### config.mk
export PLATFORM = sky130hd
export DESIGN_NAME = agps_seq
export DESIGN_NICKNAME = d
export VERILOG_FILES = /design/src/hdl/agps_pkg.sv /design/src/hdl/agps_seq.sv /design/src/hdl/agps_timer.sv /design/src/hdl/agps_adapt.sv
export SDC_FILE = /design/constraint.sdc
export NUM_CORES = 1
export LEC_CHECK = 0
export ABC_CLOCK_PERIOD_IN_PS = 5000
export BUFFER_PORTS_ARGS = -buffer_cell sky130_fd_sc_hd__buf_4
export CAP_MARGIN = 10
export CORE_MARGIN = 2
export CORE_UTILIZATION = 48
export CTS_CLUSTER_DIAMETER = 80
export CTS_CLUSTER_SIZE = 10
export DETAILED_ROUTE_END_ITERATION = 7
export PLACE_DENSITY = 0.84
export RECOVER_POWER = 50
export SYNTH_ARGS = -nofsm -noshare
export SYNTH_HDL_FRONTEND = slang
export SYNTH_SLANG_ARGS = --single-unit
### constraint.sdc
create_clock -name mclk_in -period 5 [get_ports mclk_in]
set_clock_uncertainty 0.1 [all_clocks]
set_input_delay 0.5 -clock mclk_in [delete_from_list [all_inputs] [get_ports mclk_in]]
set_output_delay 0.5 -clock mclk_in [all_outputs]
set_load 0.05 [all_outputs]
### src/hdl/agps_pkg.sv
// agps_pkg: shared constants for the adaptive gate pwm sequencer
package agps_pkg;

	// ****************************************************************
	// widths
	// ****************************************************************
	localparam int CODE_W  = 6;                  // gate current code width
	localparam int TIME_W  = 8;                  // phase timer width
	localparam int DLY_W   = 10;                 // delay measurement width

	// ****************************************************************
	// codes and reset values
	// ****************************************************************
	localparam logic [5:0] CODE_MIN  = 6'h00;    // minimum current step
	localparam logic [5:0] CODE_ZERO = 6'h00;    // no drive
	localparam logic [1:0] AGC_ADPT  = 2'h2;     // mode msb set -> adaptive
	localparam logic [1:0] AGC_INIT  = 2'h1;     // fixed initial codes
	localparam logic [1:0] AGC_NONE  = 2'h0;     // pre phases cut to one cycle
	localparam logic [9:0] DLY_SAT   = 10'h3FF;  // measurement saturation

	// ****************************************************************
	// timing
	// ****************************************************************
	localparam int CLK_NS      = 10;             // mclk period
	localparam int MIN_PHASE_NS = 10;            // shortest phase
	localparam int MIN_PHASE_CYC = (MIN_PHASE_NS + CLK_NS - 1) / CLK_NS;

endpackage : agps_pkg

### src/hdl/agps_seq.sv
// agps_seq: high-side pwm turn-on/turn-off gate phase sequencer
`timescale 1ns/1ps

// Notes on behaviour
// - active fw rise: cross-current, low-side discharges first
// - then high-side pre-charge with adaptive code
// - charge code, measure turn-on until high threshold
// - post-charge ramps one step per tick to ceiling
// - adapt only in the two adaptive modes
// - adaptive code clamped minimum step to ceiling
// - pwm enable loads min(initial, ceiling) pre-charge
// - unfiltered: long delay raises, short lowers
// - step one or two per select bit
// - filtered: change only if two agree
// - fall edge: active fw delays turn-off by crossover time, passive by none
// - then pre-discharge with adaptive code
// - discharge code, measure turn-off, end at crossover
// - low-side off, then freewheel charge if low
// - pwm enable loads min(initial, ceiling) pre-discharge
// - unfiltered pre-discharge adaptation by turn-off delay
// - filtered pre-discharge adaptation needs two agreeing
// - passive: complementary switch always off
// - passive: no cross-current at rising edge
// - passive: no cross-current at falling edge
module agps_seq (
	input  wire logic       mclk_in,        // 100 mhz clock
	input  wire logic       srst_in,        // sync reset, high
	input  wire logic       pwm_input_line_in,   // synced pwm
	input  wire logic       bd_tick_in,     // bridge driver clock enable
	input  wire logic       active_freewheel_enable_in, // afw
	input  wire logic [1:0] adaptive_gate_mode_in,     // mode field
	input  wire logic       adaptation_filter_enable_in, // filter
	input  wire logic       adaptation_step_select_in,  // step size
	input  wire logic       postcharge_disable_in,      // skip ramp
	input  wire logic       bridge_pwm_enable_set_in,   // spi set pulse
	input  wire logic [5:0] precharge_initial_code_in,  // init code
	input  wire logic [5:0] predischarge_initial_code_in, // init code
	input  wire logic [5:0] current_ceiling_code_in,    // ceiling
	input  wire logic [5:0] charge_current_code_in,     // charge code
	input  wire logic [5:0] discharge_current_code_in,  // discharge
	input  wire logic [5:0] freewheel_current_code_in,  // fw code
	input  wire logic [7:0] freewheel_crossover_time_in, // cycles
	input  wire logic [7:0] active_crossover_time_in,   // cycles
	input  wire logic [7:0] precharge_duration_in,      // cycles
	input  wire logic [7:0] predischarge_duration_in,   // cycles
	input  wire logic [7:0] overvoltage_filter_time_in, // cycles
	input  wire logic [9:0] turn_on_delay_target_in,    // cycles
	input  wire logic [9:0] turn_off_delay_target_in,   // cycles
	input  wire logic       switch_node_high_in,  // above high thr
	input  wire logic       switch_node_low_in,   // below low thr
	output logic            hs_source_out,  // high-side sourcing
	output logic            hs_sink_out,    // high-side sinking
	output logic [5:0]      hs_code_out,    // high-side code
	output logic            ls_source_out,  // low-side sourcing
	output logic            ls_sink_out,    // low-side sinking
	output logic [5:0]      ls_code_out,    // low-side code
	output logic [9:0]      eff_turn_on_out,  // measured on delay
	output logic [9:0]      eff_turn_off_out, // measured off delay
	output logic [5:0]      precharge_current_code_out,   // adaptive
	output logic [5:0]      predischarge_current_code_out // adaptive
);
	// ****************************************************************
	// types
	// ****************************************************************
	typedef enum logic [9:0] {
		ST_OFF   = 10'h001,   // high-side off, idle
		ST_CCPON = 10'h002,   // cross-current before turn-on
		ST_PCHG  = 10'h004,   // pre-charge
		ST_CHG   = 10'h008,   // charge, measuring
		ST_POST  = 10'h010,   // post-charge ramp
		ST_ON    = 10'h020,   // high-side held on
		ST_SYM   = 10'h040,   // symmetrization delay
		ST_PDCHG = 10'h080,   // pre-discharge
		ST_DCHG  = 10'h100,   // discharge, measuring
		ST_FWON  = 10'h200    // low-side freewheel charge
	} agps_st_t;

	typedef struct packed {
		agps_st_t   st;       // phase
		logic       pwm;      // last pwm level
		logic [5:0] ramp;     // post-charge code
		logic [9:0] meas;     // running delay count
		logic [9:0] ton;      // last turn-on delay
		logic [9:0] toff;     // last turn-off delay
		logic       son;      // turn-on sample pulse
		logic       soff;     // turn-off sample pulse
		logic       ccp;      // active crossover running
	} agps_seq_t;

	agps_seq_t s_q;           // registered state
	agps_seq_t s_d;           // next state

	// ****************************************************************
	// timers and adaptive codes
	// ****************************************************************
	logic       t_load;       // load phase timer
	logic [7:0] t_val;        // phase timer value
	logic       t_done;       // phase timer expired
	logic       c_load;       // load crossover/filter timer
	logic [7:0] c_val;        // crossover/filter timer value
	logic       c_done;       // crossover/filter timer expired
	logic       adapt_en;     // adaptive mode selected
	logic [5:0] pchg_code;    // adaptive pre-charge code
	logic [5:0] pdchg_code;   // adaptive pre-discharge code
	logic       rise;         // pwm rising edge
	logic       fall;         // pwm falling edge
	logic       afw;          // active freewheel

	assign adapt_en = adaptive_gate_mode_in[1];
	assign rise     = pwm_input_line_in && !s_q.pwm;
	assign fall     = !pwm_input_line_in && s_q.pwm;
	assign afw      = active_freewheel_enable_in;

	// phase timer for pre phases, symmetrization, crossover
	agps_timer u_tph (
		.mclk_in  (mclk_in),
		.srst_in  (srst_in),
		.load_in  (t_load),
		.value_in (t_val),
		.done_out (t_done)
	);

	// second timer: active crossover and filter windows
	agps_timer u_tcc (
		.mclk_in  (mclk_in),
		.srst_in  (srst_in),
		.load_in  (c_load),
		.value_in (c_val),
		.done_out (c_done)
	);

	// each instance holds its own codes and history
	agps_adapt u_pchg (
		.mclk_in      (mclk_in),
		.srst_in      (srst_in),
		.init_in      (bridge_pwm_enable_set_in),
		.init_code_in (precharge_initial_code_in),
		.ceil_in      (current_ceiling_code_in),
		.sample_in    (s_q.son),
		.meas_in      (s_q.ton),
		.target_in    (turn_on_delay_target_in),
		.adapt_en_in  (adapt_en),
		.filt_in      (adaptation_filter_enable_in),
		.step2_in     (adaptation_step_select_in),
		.code_out     (pchg_code)
	);

	agps_adapt u_pdchg (
		.mclk_in      (mclk_in),
		.srst_in      (srst_in),
		.init_in      (bridge_pwm_enable_set_in),
		.init_code_in (predischarge_initial_code_in),
		.ceil_in      (current_ceiling_code_in),
		.sample_in    (s_q.soff),
		.meas_in      (s_q.toff),
		.target_in    (turn_off_delay_target_in),
		.adapt_en_in  (adapt_en),
		.filt_in      (adaptation_filter_enable_in),
		.step2_in     (adaptation_step_select_in),
		.code_out     (pdchg_code)
	);

	// ****************************************************************
	// sequencer next state
	// ****************************************************************
	always_comb begin
		s_d      = s_q;
		s_d.pwm  = pwm_input_line_in;
		s_d.son  = 1'b0;
		s_d.soff = 1'b0;
		t_load   = 1'b0;
		t_val    = 8'h00;
		c_load   = 1'b0;
		c_val    = 8'h00;
		// delay counter saturates instead of wrapping
		if (s_q.meas != agps_pkg::DLY_SAT) begin
			s_d.meas = s_q.meas + 10'h001;
		end
		unique case (s_q.st)
			ST_OFF, ST_FWON: begin
				// filter window ends the freewheel charge
				if (s_q.st == ST_FWON && c_done) begin
					s_d.st = ST_OFF;
				end
				if (rise) begin
					t_load = 1'b1;
					if (afw) begin
						// low-side discharged first, high-side off
						t_val  = freewheel_crossover_time_in;
						s_d.st = ST_CCPON;
					end else begin
						// passive: straight to pre-charge
						t_val  = precharge_duration_in;
						s_d.st = ST_PCHG;
					end
					s_d.meas = 10'h000;
				end
			end
			ST_CCPON: begin
				if (fall) begin
					s_d.st = ST_OFF;
				end else if (t_done) begin
					t_load   = 1'b1;
					t_val    = precharge_duration_in;
					s_d.st   = ST_PCHG;
					s_d.meas = 10'h000;
				end
			end
			ST_PCHG: begin
				if (t_done || adaptive_gate_mode_in == agps_pkg::AGC_NONE) begin
					s_d.st = ST_CHG;
				end
			end
			ST_CHG: begin
				if (switch_node_high_in) begin
					// turn-on delay captured at high threshold
					s_d.ton  = s_q.meas;
					s_d.son  = 1'b1;
					s_d.ramp = charge_current_code_in;
					c_load   = 1'b1;
					c_val    = overvoltage_filter_time_in;
					s_d.st   = postcharge_disable_in ? ST_ON : ST_POST;
				end
			end
			ST_POST: begin
				// step once per driver tick up to the ceiling
				if (bd_tick_in && s_q.ramp < current_ceiling_code_in) begin
					s_d.ramp = s_q.ramp + 6'h01;
				end
				if (c_done) begin
					s_d.st = ST_ON;
				end
			end
			ST_ON: begin
				s_d.st = ST_ON;
			end
			ST_SYM: begin
				if (t_done) begin
					// turn-off starts, crossover runs alongside
					t_load   = 1'b1;
					t_val    = predischarge_duration_in;
					c_load   = 1'b1;
					c_val    = active_crossover_time_in;
					s_d.ccp  = afw;
					s_d.meas = 10'h000;
					s_d.st   = ST_PDCHG;
				end
			end
			ST_PDCHG: begin
				if (t_done || adaptive_gate_mode_in == agps_pkg::AGC_NONE) begin
					s_d.st = ST_DCHG;
				end
			end
			ST_DCHG: begin
				if (c_done) begin
					// discharge ends with the active crossover
					s_d.toff = s_q.meas;
					s_d.soff = 1'b1;
					s_d.ccp  = 1'b0;
					c_load   = afw;
					c_val    = overvoltage_filter_time_in;
					s_d.st   = afw ? ST_FWON : ST_OFF;
				end
			end
			default: begin
				s_d.st = ST_OFF;
			end
		endcase
		// falling edge from any on-side phase starts symmetrization
		if (fall && (s_q.st == ST_PCHG || s_q.st == ST_CHG ||
		             s_q.st == ST_POST || s_q.st == ST_ON)) begin
			t_load = 1'b1;
			t_val  = afw ? freewheel_crossover_time_in : 8'h00;
			s_d.st = ST_SYM;
		end
	end

	// ****************************************************************
	// register
	// ****************************************************************
	always_ff @(posedge mclk_in) begin
		if (srst_in) begin
			s_q <= '{st: ST_OFF, default: '0};
		end else begin
			s_q <= s_d;
		end
	end

	// ****************************************************************
	// gate outputs
	// ****************************************************************
	always_comb begin
		logic [5:0] pre_on;
		logic [5:0] pre_off;
		// fixed-initial mode bypasses adaptation
		pre_on  = (adaptive_gate_mode_in == agps_pkg::AGC_INIT) ?
		          precharge_initial_code_in : pchg_code;
		pre_off = (adaptive_gate_mode_in == agps_pkg::AGC_INIT) ?
		          predischarge_initial_code_in : pdchg_code;
		hs_source_out = 1'b0;
		hs_sink_out   = 1'b0;
		hs_code_out   = agps_pkg::CODE_ZERO;
		ls_source_out = 1'b0;
		ls_sink_out   = 1'b0;
		ls_code_out   = agps_pkg::CODE_ZERO;
		unique case (s_q.st)
			ST_CCPON: begin
				ls_sink_out = 1'b1;
				ls_code_out = freewheel_current_code_in;
			end
			ST_PCHG: begin
				hs_source_out = 1'b1;
				hs_code_out   = pre_on;
			end
			ST_CHG: begin
				hs_source_out = 1'b1;
				hs_code_out   = charge_current_code_in;
			end
			ST_POST, ST_ON: begin
				hs_source_out = 1'b1;
				hs_code_out   = s_q.ramp;
			end
			ST_SYM: begin
				hs_source_out = 1'b1;
				hs_code_out   = s_q.ramp;
			end
			ST_PDCHG: begin
				hs_sink_out = 1'b1;
				hs_code_out = pre_off;
			end
			ST_DCHG: begin
				hs_sink_out = 1'b1;
				hs_code_out = discharge_current_code_in;
			end
			ST_FWON: begin
				// charge only while the node sits low; passive never here
				ls_source_out = afw && switch_node_low_in;
				ls_code_out   = freewheel_current_code_in;
			end
			default: begin
				hs_sink_out = 1'b0;
			end
		endcase
	end

	assign eff_turn_on_out               = s_q.ton;
	assign eff_turn_off_out              = s_q.toff;
	assign precharge_current_code_out    = pchg_code;
	assign predischarge_current_code_out = pdchg_code;
endmodule : agps_seq

### src/hdl/agps_timer.sv
// agps_timer: loadable down counter for phase durations
`timescale 1ns/1ps
module agps_timer (
	input  wire logic       mclk_in,       // system clock
	input  wire logic       srst_in,       // sync reset
	input  wire logic       load_in,       // load strobe
	input  wire logic [7:0] value_in,      // cycles to count
	output logic            done_out       // high when zero
);
	// ****************************************************************
	// state
	// ****************************************************************
	typedef struct packed {
		logic [7:0] cnt;                    // remaining cycles
	} agps_tmr_t;
	agps_tmr_t s_q;                         // registered state
	agps_tmr_t s_d;                         // next state

	// next state: load wins over counting
	always_comb begin
		s_d = s_q;
		if (load_in) begin
			s_d.cnt = value_in;
		end else if (s_q.cnt != 8'h00) begin
			s_d.cnt = s_q.cnt - 8'h01;
		end
	end

	// register
	always_ff @(posedge mclk_in) begin
		if (srst_in) begin
			s_q <= '0;
		end else begin
			s_q <= s_d;
		end
	end

	// expiry comes from the register alone; gating it with the load
	// strobe would close a loop through the sequencer's next-state logic
	assign done_out = (s_q.cnt == 8'h00);
endmodule : agps_timer

### src/hdl/agps_adapt.sv
// agps_adapt: one self-adapting pre-phase current code
`timescale 1ns/1ps
module agps_adapt (
	input  wire logic       mclk_in,       // system clock
	input  wire logic       srst_in,       // sync reset
	input  wire logic       init_in,       // pwm enable set pulse
	input  wire logic [5:0] init_code_in,  // initial code
	input  wire logic [5:0] ceil_in,       // ceiling code
	input  wire logic       sample_in,     // measurement done pulse
	input  wire logic [9:0] meas_in,       // measured delay
	input  wire logic [9:0] target_in,     // target delay
	input  wire logic       adapt_en_in,   // adaptive mode
	input  wire logic       filt_in,       // filter enable
	input  wire logic       step2_in,      // two-step select
	output logic [5:0]      code_out       // current code
);
	// ****************************************************************
	// state
	// ****************************************************************
	typedef struct packed {
		logic [5:0] code;                   // adaptive code
		logic       prev_v;                 // previous sample valid
		logic       prev_hi;                // previous was too long
		logic       prev_lo;                // previous was too short
	} agps_adp_t;
	agps_adp_t s_q;                         // registered state
	agps_adp_t s_d;                         // next state

	// next state: compare, filter, step, clamp
	always_comb begin
		logic       hi;
		logic       lo;
		logic       up;
		logic       dn;
		logic [6:0] stp;
		logic [6:0] sum;
		hi  = 1'b0;
		lo  = 1'b0;
		up  = 1'b0;
		dn  = 1'b0;
		stp = step2_in ? 7'h02 : 7'h01;
		sum = {1'b0, s_q.code};
		s_d = s_q;
		if (init_in) begin
			// smaller of initial and ceiling
			s_d.code   = (init_code_in < ceil_in) ? init_code_in : ceil_in;
			s_d.prev_v = 1'b0;
		end else if (sample_in && adapt_en_in) begin
			hi = meas_in > target_in;
			lo = meas_in < target_in;
			if (filt_in) begin
				// both of last two on same side, else hold
				up = hi && s_q.prev_v && s_q.prev_hi;
				dn = lo && s_q.prev_v && s_q.prev_lo;
			end else begin
				up = hi;
				dn = lo;
			end
			if (up) begin
				sum = {1'b0, s_q.code} + stp;
			end else if (dn) begin
				sum = ({1'b0, s_q.code} > stp) ? {1'b0, s_q.code} - stp
				      : {1'b0, agps_pkg::CODE_MIN};
			end
			// clamp between minimum step and ceiling
			if (sum > {1'b0, ceil_in}) begin
				sum = {1'b0, ceil_in};
			end
			s_d.code    = sum[5:0];
			s_d.prev_v  = 1'b1;
			s_d.prev_hi = hi;
			s_d.prev_lo = lo;
		end
	end

	// register
	always_ff @(posedge mclk_in) begin
		if (srst_in) begin
			s_q <= '0;
		end else begin
			s_q <= s_d;
		end
	end

	assign code_out = s_q.code;
endmodule : agps_adapt

==> key figures <==
Placed design
  – Buffers on Ports: 156
  – Post-DP HPWL: 15300 µm
  – Gpl congestion: 0.912

Yosys
  – Dominant synthesized flop cell: dfxtp_1
  – Sequential area share after synthesis: 0.234
  – Gate count of the mapped netlist: about 890
  – Unique masters post-synth: 94
  – Post-synth EDFFs: 0
  – Synthesized area: 7090 µm²
  – FF+latch count, synth: 83
  – Mapped Nets: ~1100
  – Asr flop ratio synth: 0
  – Synth warn: 0
  – Syn Area/Cell: 7.93 µm²

STA
  – Tcrit/Tclk final: 0.835
  – TNS Setup: 0 ps
  – Peak Freq: 0.240 GHz
  – Worst-margin pin slew: 1080 ps
  – Final Max Tran Viols: 0
  – Slew headroom: 0.271
  – Minimum clock period: 4170 ps
  – Final Hold Fails: 0
  – Hold WS: 296 ps
  – Setup Viol. Count Final: 0
  – RSZ-0062 raised after global routing: no

Worst setup path
  – CP Cell Sequence: ha_1, nand4_1, a211oi_1, a211oi_4, or4b_1, o21a_1, o21a_1, inv_1, ha_1, nand3_1, o21bai_1, a21oi_1, a311o_1, or3_4, o221ai_1
  – R2r setup slk: 830 ps
  – Largest fanout on the critical path: 10
  – Crit path kind: reg -> reg
  – Slowest cell delay on critical path: approximately 570 ps
  – Setup crit start kind: flip-flop
  – R2R cell count: 15
  – Critical Path Sink Type: flip-flop
  – Slowest CP cell: or4b_1
  – R2r startpoint: eff_turn_off_out[5]
  – Reg-to-Reg End: u_pdchg.code_out[2]
  – WP data required: between 5000 and 6000 ps
  – Worst EP arrival: about 4300 ps

CTS
  – Worst skew pair latency: 350 ps
  – TritonCTS Buffers: 9
  – Clock-pin slew on the worst setup and hold paths: 70 ps
  – Htree depth: 3
  – Max clock buf depth: 2
  – CTS root buf: clkbuf_16
  – Clock sink total: 83
  – Hold buffers post-CTS: 0
  – Post-CTS setup buffer count: 0
  – Resized cells post-CTS: 0
  – CTS tree: built

Global routing
  – Initial antenna violation count: 0
  – Largest net degree at the start of global routing: 75
  – First-pass GRT wire length: around 33000 µm
  – Vias in the first global route: approximately 6700
  – GRT Util Overall: 0.249
  – Grt total ovfl: 0

Layout
  – Filler cells: 1399
  – Final Util: 0.560
  – Most frequent cells in the layout: buf_4, nand2_1, dfxtp_1
  – Net count, final: 1159
  – Layout area overhead: 14.4%
  – Leading cell type in the layout, fill and taps excluded: buf_4
  – Ant. Diodes: 0
  – Fraction of layout cells with a size suffix above 1: 0.187

Hold path
  – WHS Endpoint: u_tph.s_q[5]
  – Beginning of the worst hold path: freewheel_crossover_time_in[5]
  – Min-Delay Path Class: in -> reg
  – Worst hold path cell count: 3

Floorplanning
  – Die H: 126 µm
  – Starting density of the core: 0.490
  – Width of the die: approximately 130 µm
  – # rows: 44
  – Die ar.: between 15000 and 20000 µm²
  – Total core area: 14500 µm²
  – I/O pin total: between 150 and 200

Route
  – Final ANT Viol Nets: 0
  – Via Count: just over 7000
  – First drt pass iteration count: 5
  – Drc violations: 0
  – Routed WL per cell: 17.0 µm
  – Drt via density: between 6 and 7
  – DRT iter0 DRCs: between 600 and 700
  – Final WL: 19900 µm

Power and ir drop
  – Pwr dens: 293 nW/µm²
  – Worst vdd ir: roughly 0.23 mV
  – P_leak: between 3 and 4 nW
  – Total Power: 2.38 mW

Flow run
  – Total of max-cap violations: 0

Status
  – Status: finished clean
how the worst max path moves through the flow:
stage | startpoint | end | slack [ps]
global placement | turn_off_delay_target_in[5] | u_pdchg.code_out[1] | 700
CTS | eff_turn_off_out[7] | u_pdchg.code_out[2] | 900
detailed placement | turn_off_delay_target_in[7] | u_pdchg.code_out[2] | 600
floorplan | turn_off_delay_target_in[7] | u_pdchg.code_out[1] | 1130
finish | eff_turn_off_out[5] | u_pdchg.code_out[2] | 830
global route | eff_turn_off_out[7] | u_pdchg.code_out[2] | 380
metrics by stage:
| stage | instance area (µm²) | std cells | setup WS, ps |
|---|---|---|---|
| floorplan | 7090 | 894 | 1130 |
| global placement | 8030 | 1159 | 702 |
| detailed placement | 8030 | 1159 | 604 |
| CTS | 8320 | 1175 | 904 |
| global route | 8110 | 1175 | 379 |
| finish | 8110 | 1175 | 826 |
synthesized netlist by cell type (4+ instances only):
cell	number	share of area
xnor2_1	14	0.017
a21o_1	8	0.0085
a31o_2	6	0.0074
buf_2	8	0.0056
o221ai_1	6	0.0074
nor2b_1	10	0.0088
and3_1	7	0.0062
a222oi_1	10	0.014
ha_1	60	0.11
o21a_1	6	0.0064
a31oi_1	6	0.0053
mux2_2	13	0.021
nor3_1	25	0.018
xor2_1	10	0.012
a22oi_1	19	0.020
nand4_1	14	0.012
clkbuf_1	23	0.012
nand3_1	26	0.018
o22ai_1	7	0.0062
dfxtp_1	83	0.23
nor2_1	70	0.037
buf_4	36	0.038
inv_1	55	0.029
nand2_1	98	0.052
nor3b_1	4	0.0042
nor4b_1	4	0.0049
fa_1	4	0.011
or2_2	6	0.0053
a211oi_1	13	0.014
mux2i_1	4	0.0056
nor4_1	5	0.0044
o2bb2ai_1	4	0.0049
or3_1	7	0.0062
a221oi_1	11	0.014
and2_1	12	0.011
nand2b_1	9	0.0079
a21oi_1	68	0.048
o21ai_0	24	0.017
a22o_1	6	0.0074
o311ai_0	7	0.0086
critical path, delay by kind of cell (launching register included):
kind	cells	cell delay, ps
AO/OA/AOI/OAI	8	1810
AND/OR/NAND/NOR	4	1230
adder cells (fa/ha/maj)	2	540
flip-flops	1	340
buffers and inverters	1	60
kinds of logic (layout without fill, tap and decap cells):
group / Yosys count / in the layout / share of synthesized area
compound gates: 245 / 245 / 0.251
xor+xnor: 24 / 24 / 0.0296
fa+ha+maj: 64 / 64 / 0.117
buf+inv: 131 / 228 / 0.0958
flops: 83 / 83 / 0.234
mux: 17 / 17 / 0.0263
simple gates: 330 / 330 / 0.245
layout make-up:
type,count,area (µm²),area share
Inverter,55,206,0.0254
Clock inverter,6,53.8,0.00663
Tap cell,184,230,0.0284
Multi-Input combinational cell,680,4670,0.575
Clock buffer,10,239,0.0295
Sequential cell,83,1660,0.205
Timing Repair Buffer,157,1050,0.130
state kept, by name, indices dropped and copies added (netlist names):
signal,count
u_tph.s_q,8
u_tcc.s_q,8
u_pdchg.s_q,3
s_q,29
eff_turn_on_out,10
eff_turn_off_out,10
u_pchg.code_out,6
u_pchg.s_q,3
u_pdchg.code_out,6
routing by layer:
layer / global-route usage / share of wire
met1: 0.334 / 0.44
met4: 0.0778 / 0.021
met5: 0 / 0
met3: 0.0415 / 0.067
met2: 0.411 / 0.47
power breakdown:
| part | internal, mW | switching, mW | leakage, nW |
|---|---|---|---|
| Combinational | 0.416 | 0.487 | 2.65 |
| Clock | 0.360 | 0.302 | 0.142 |
| Sequential | 0.728 | 0.0860 | 0.675 |
No activity file was read; power rests on OpenSTA's default activity.
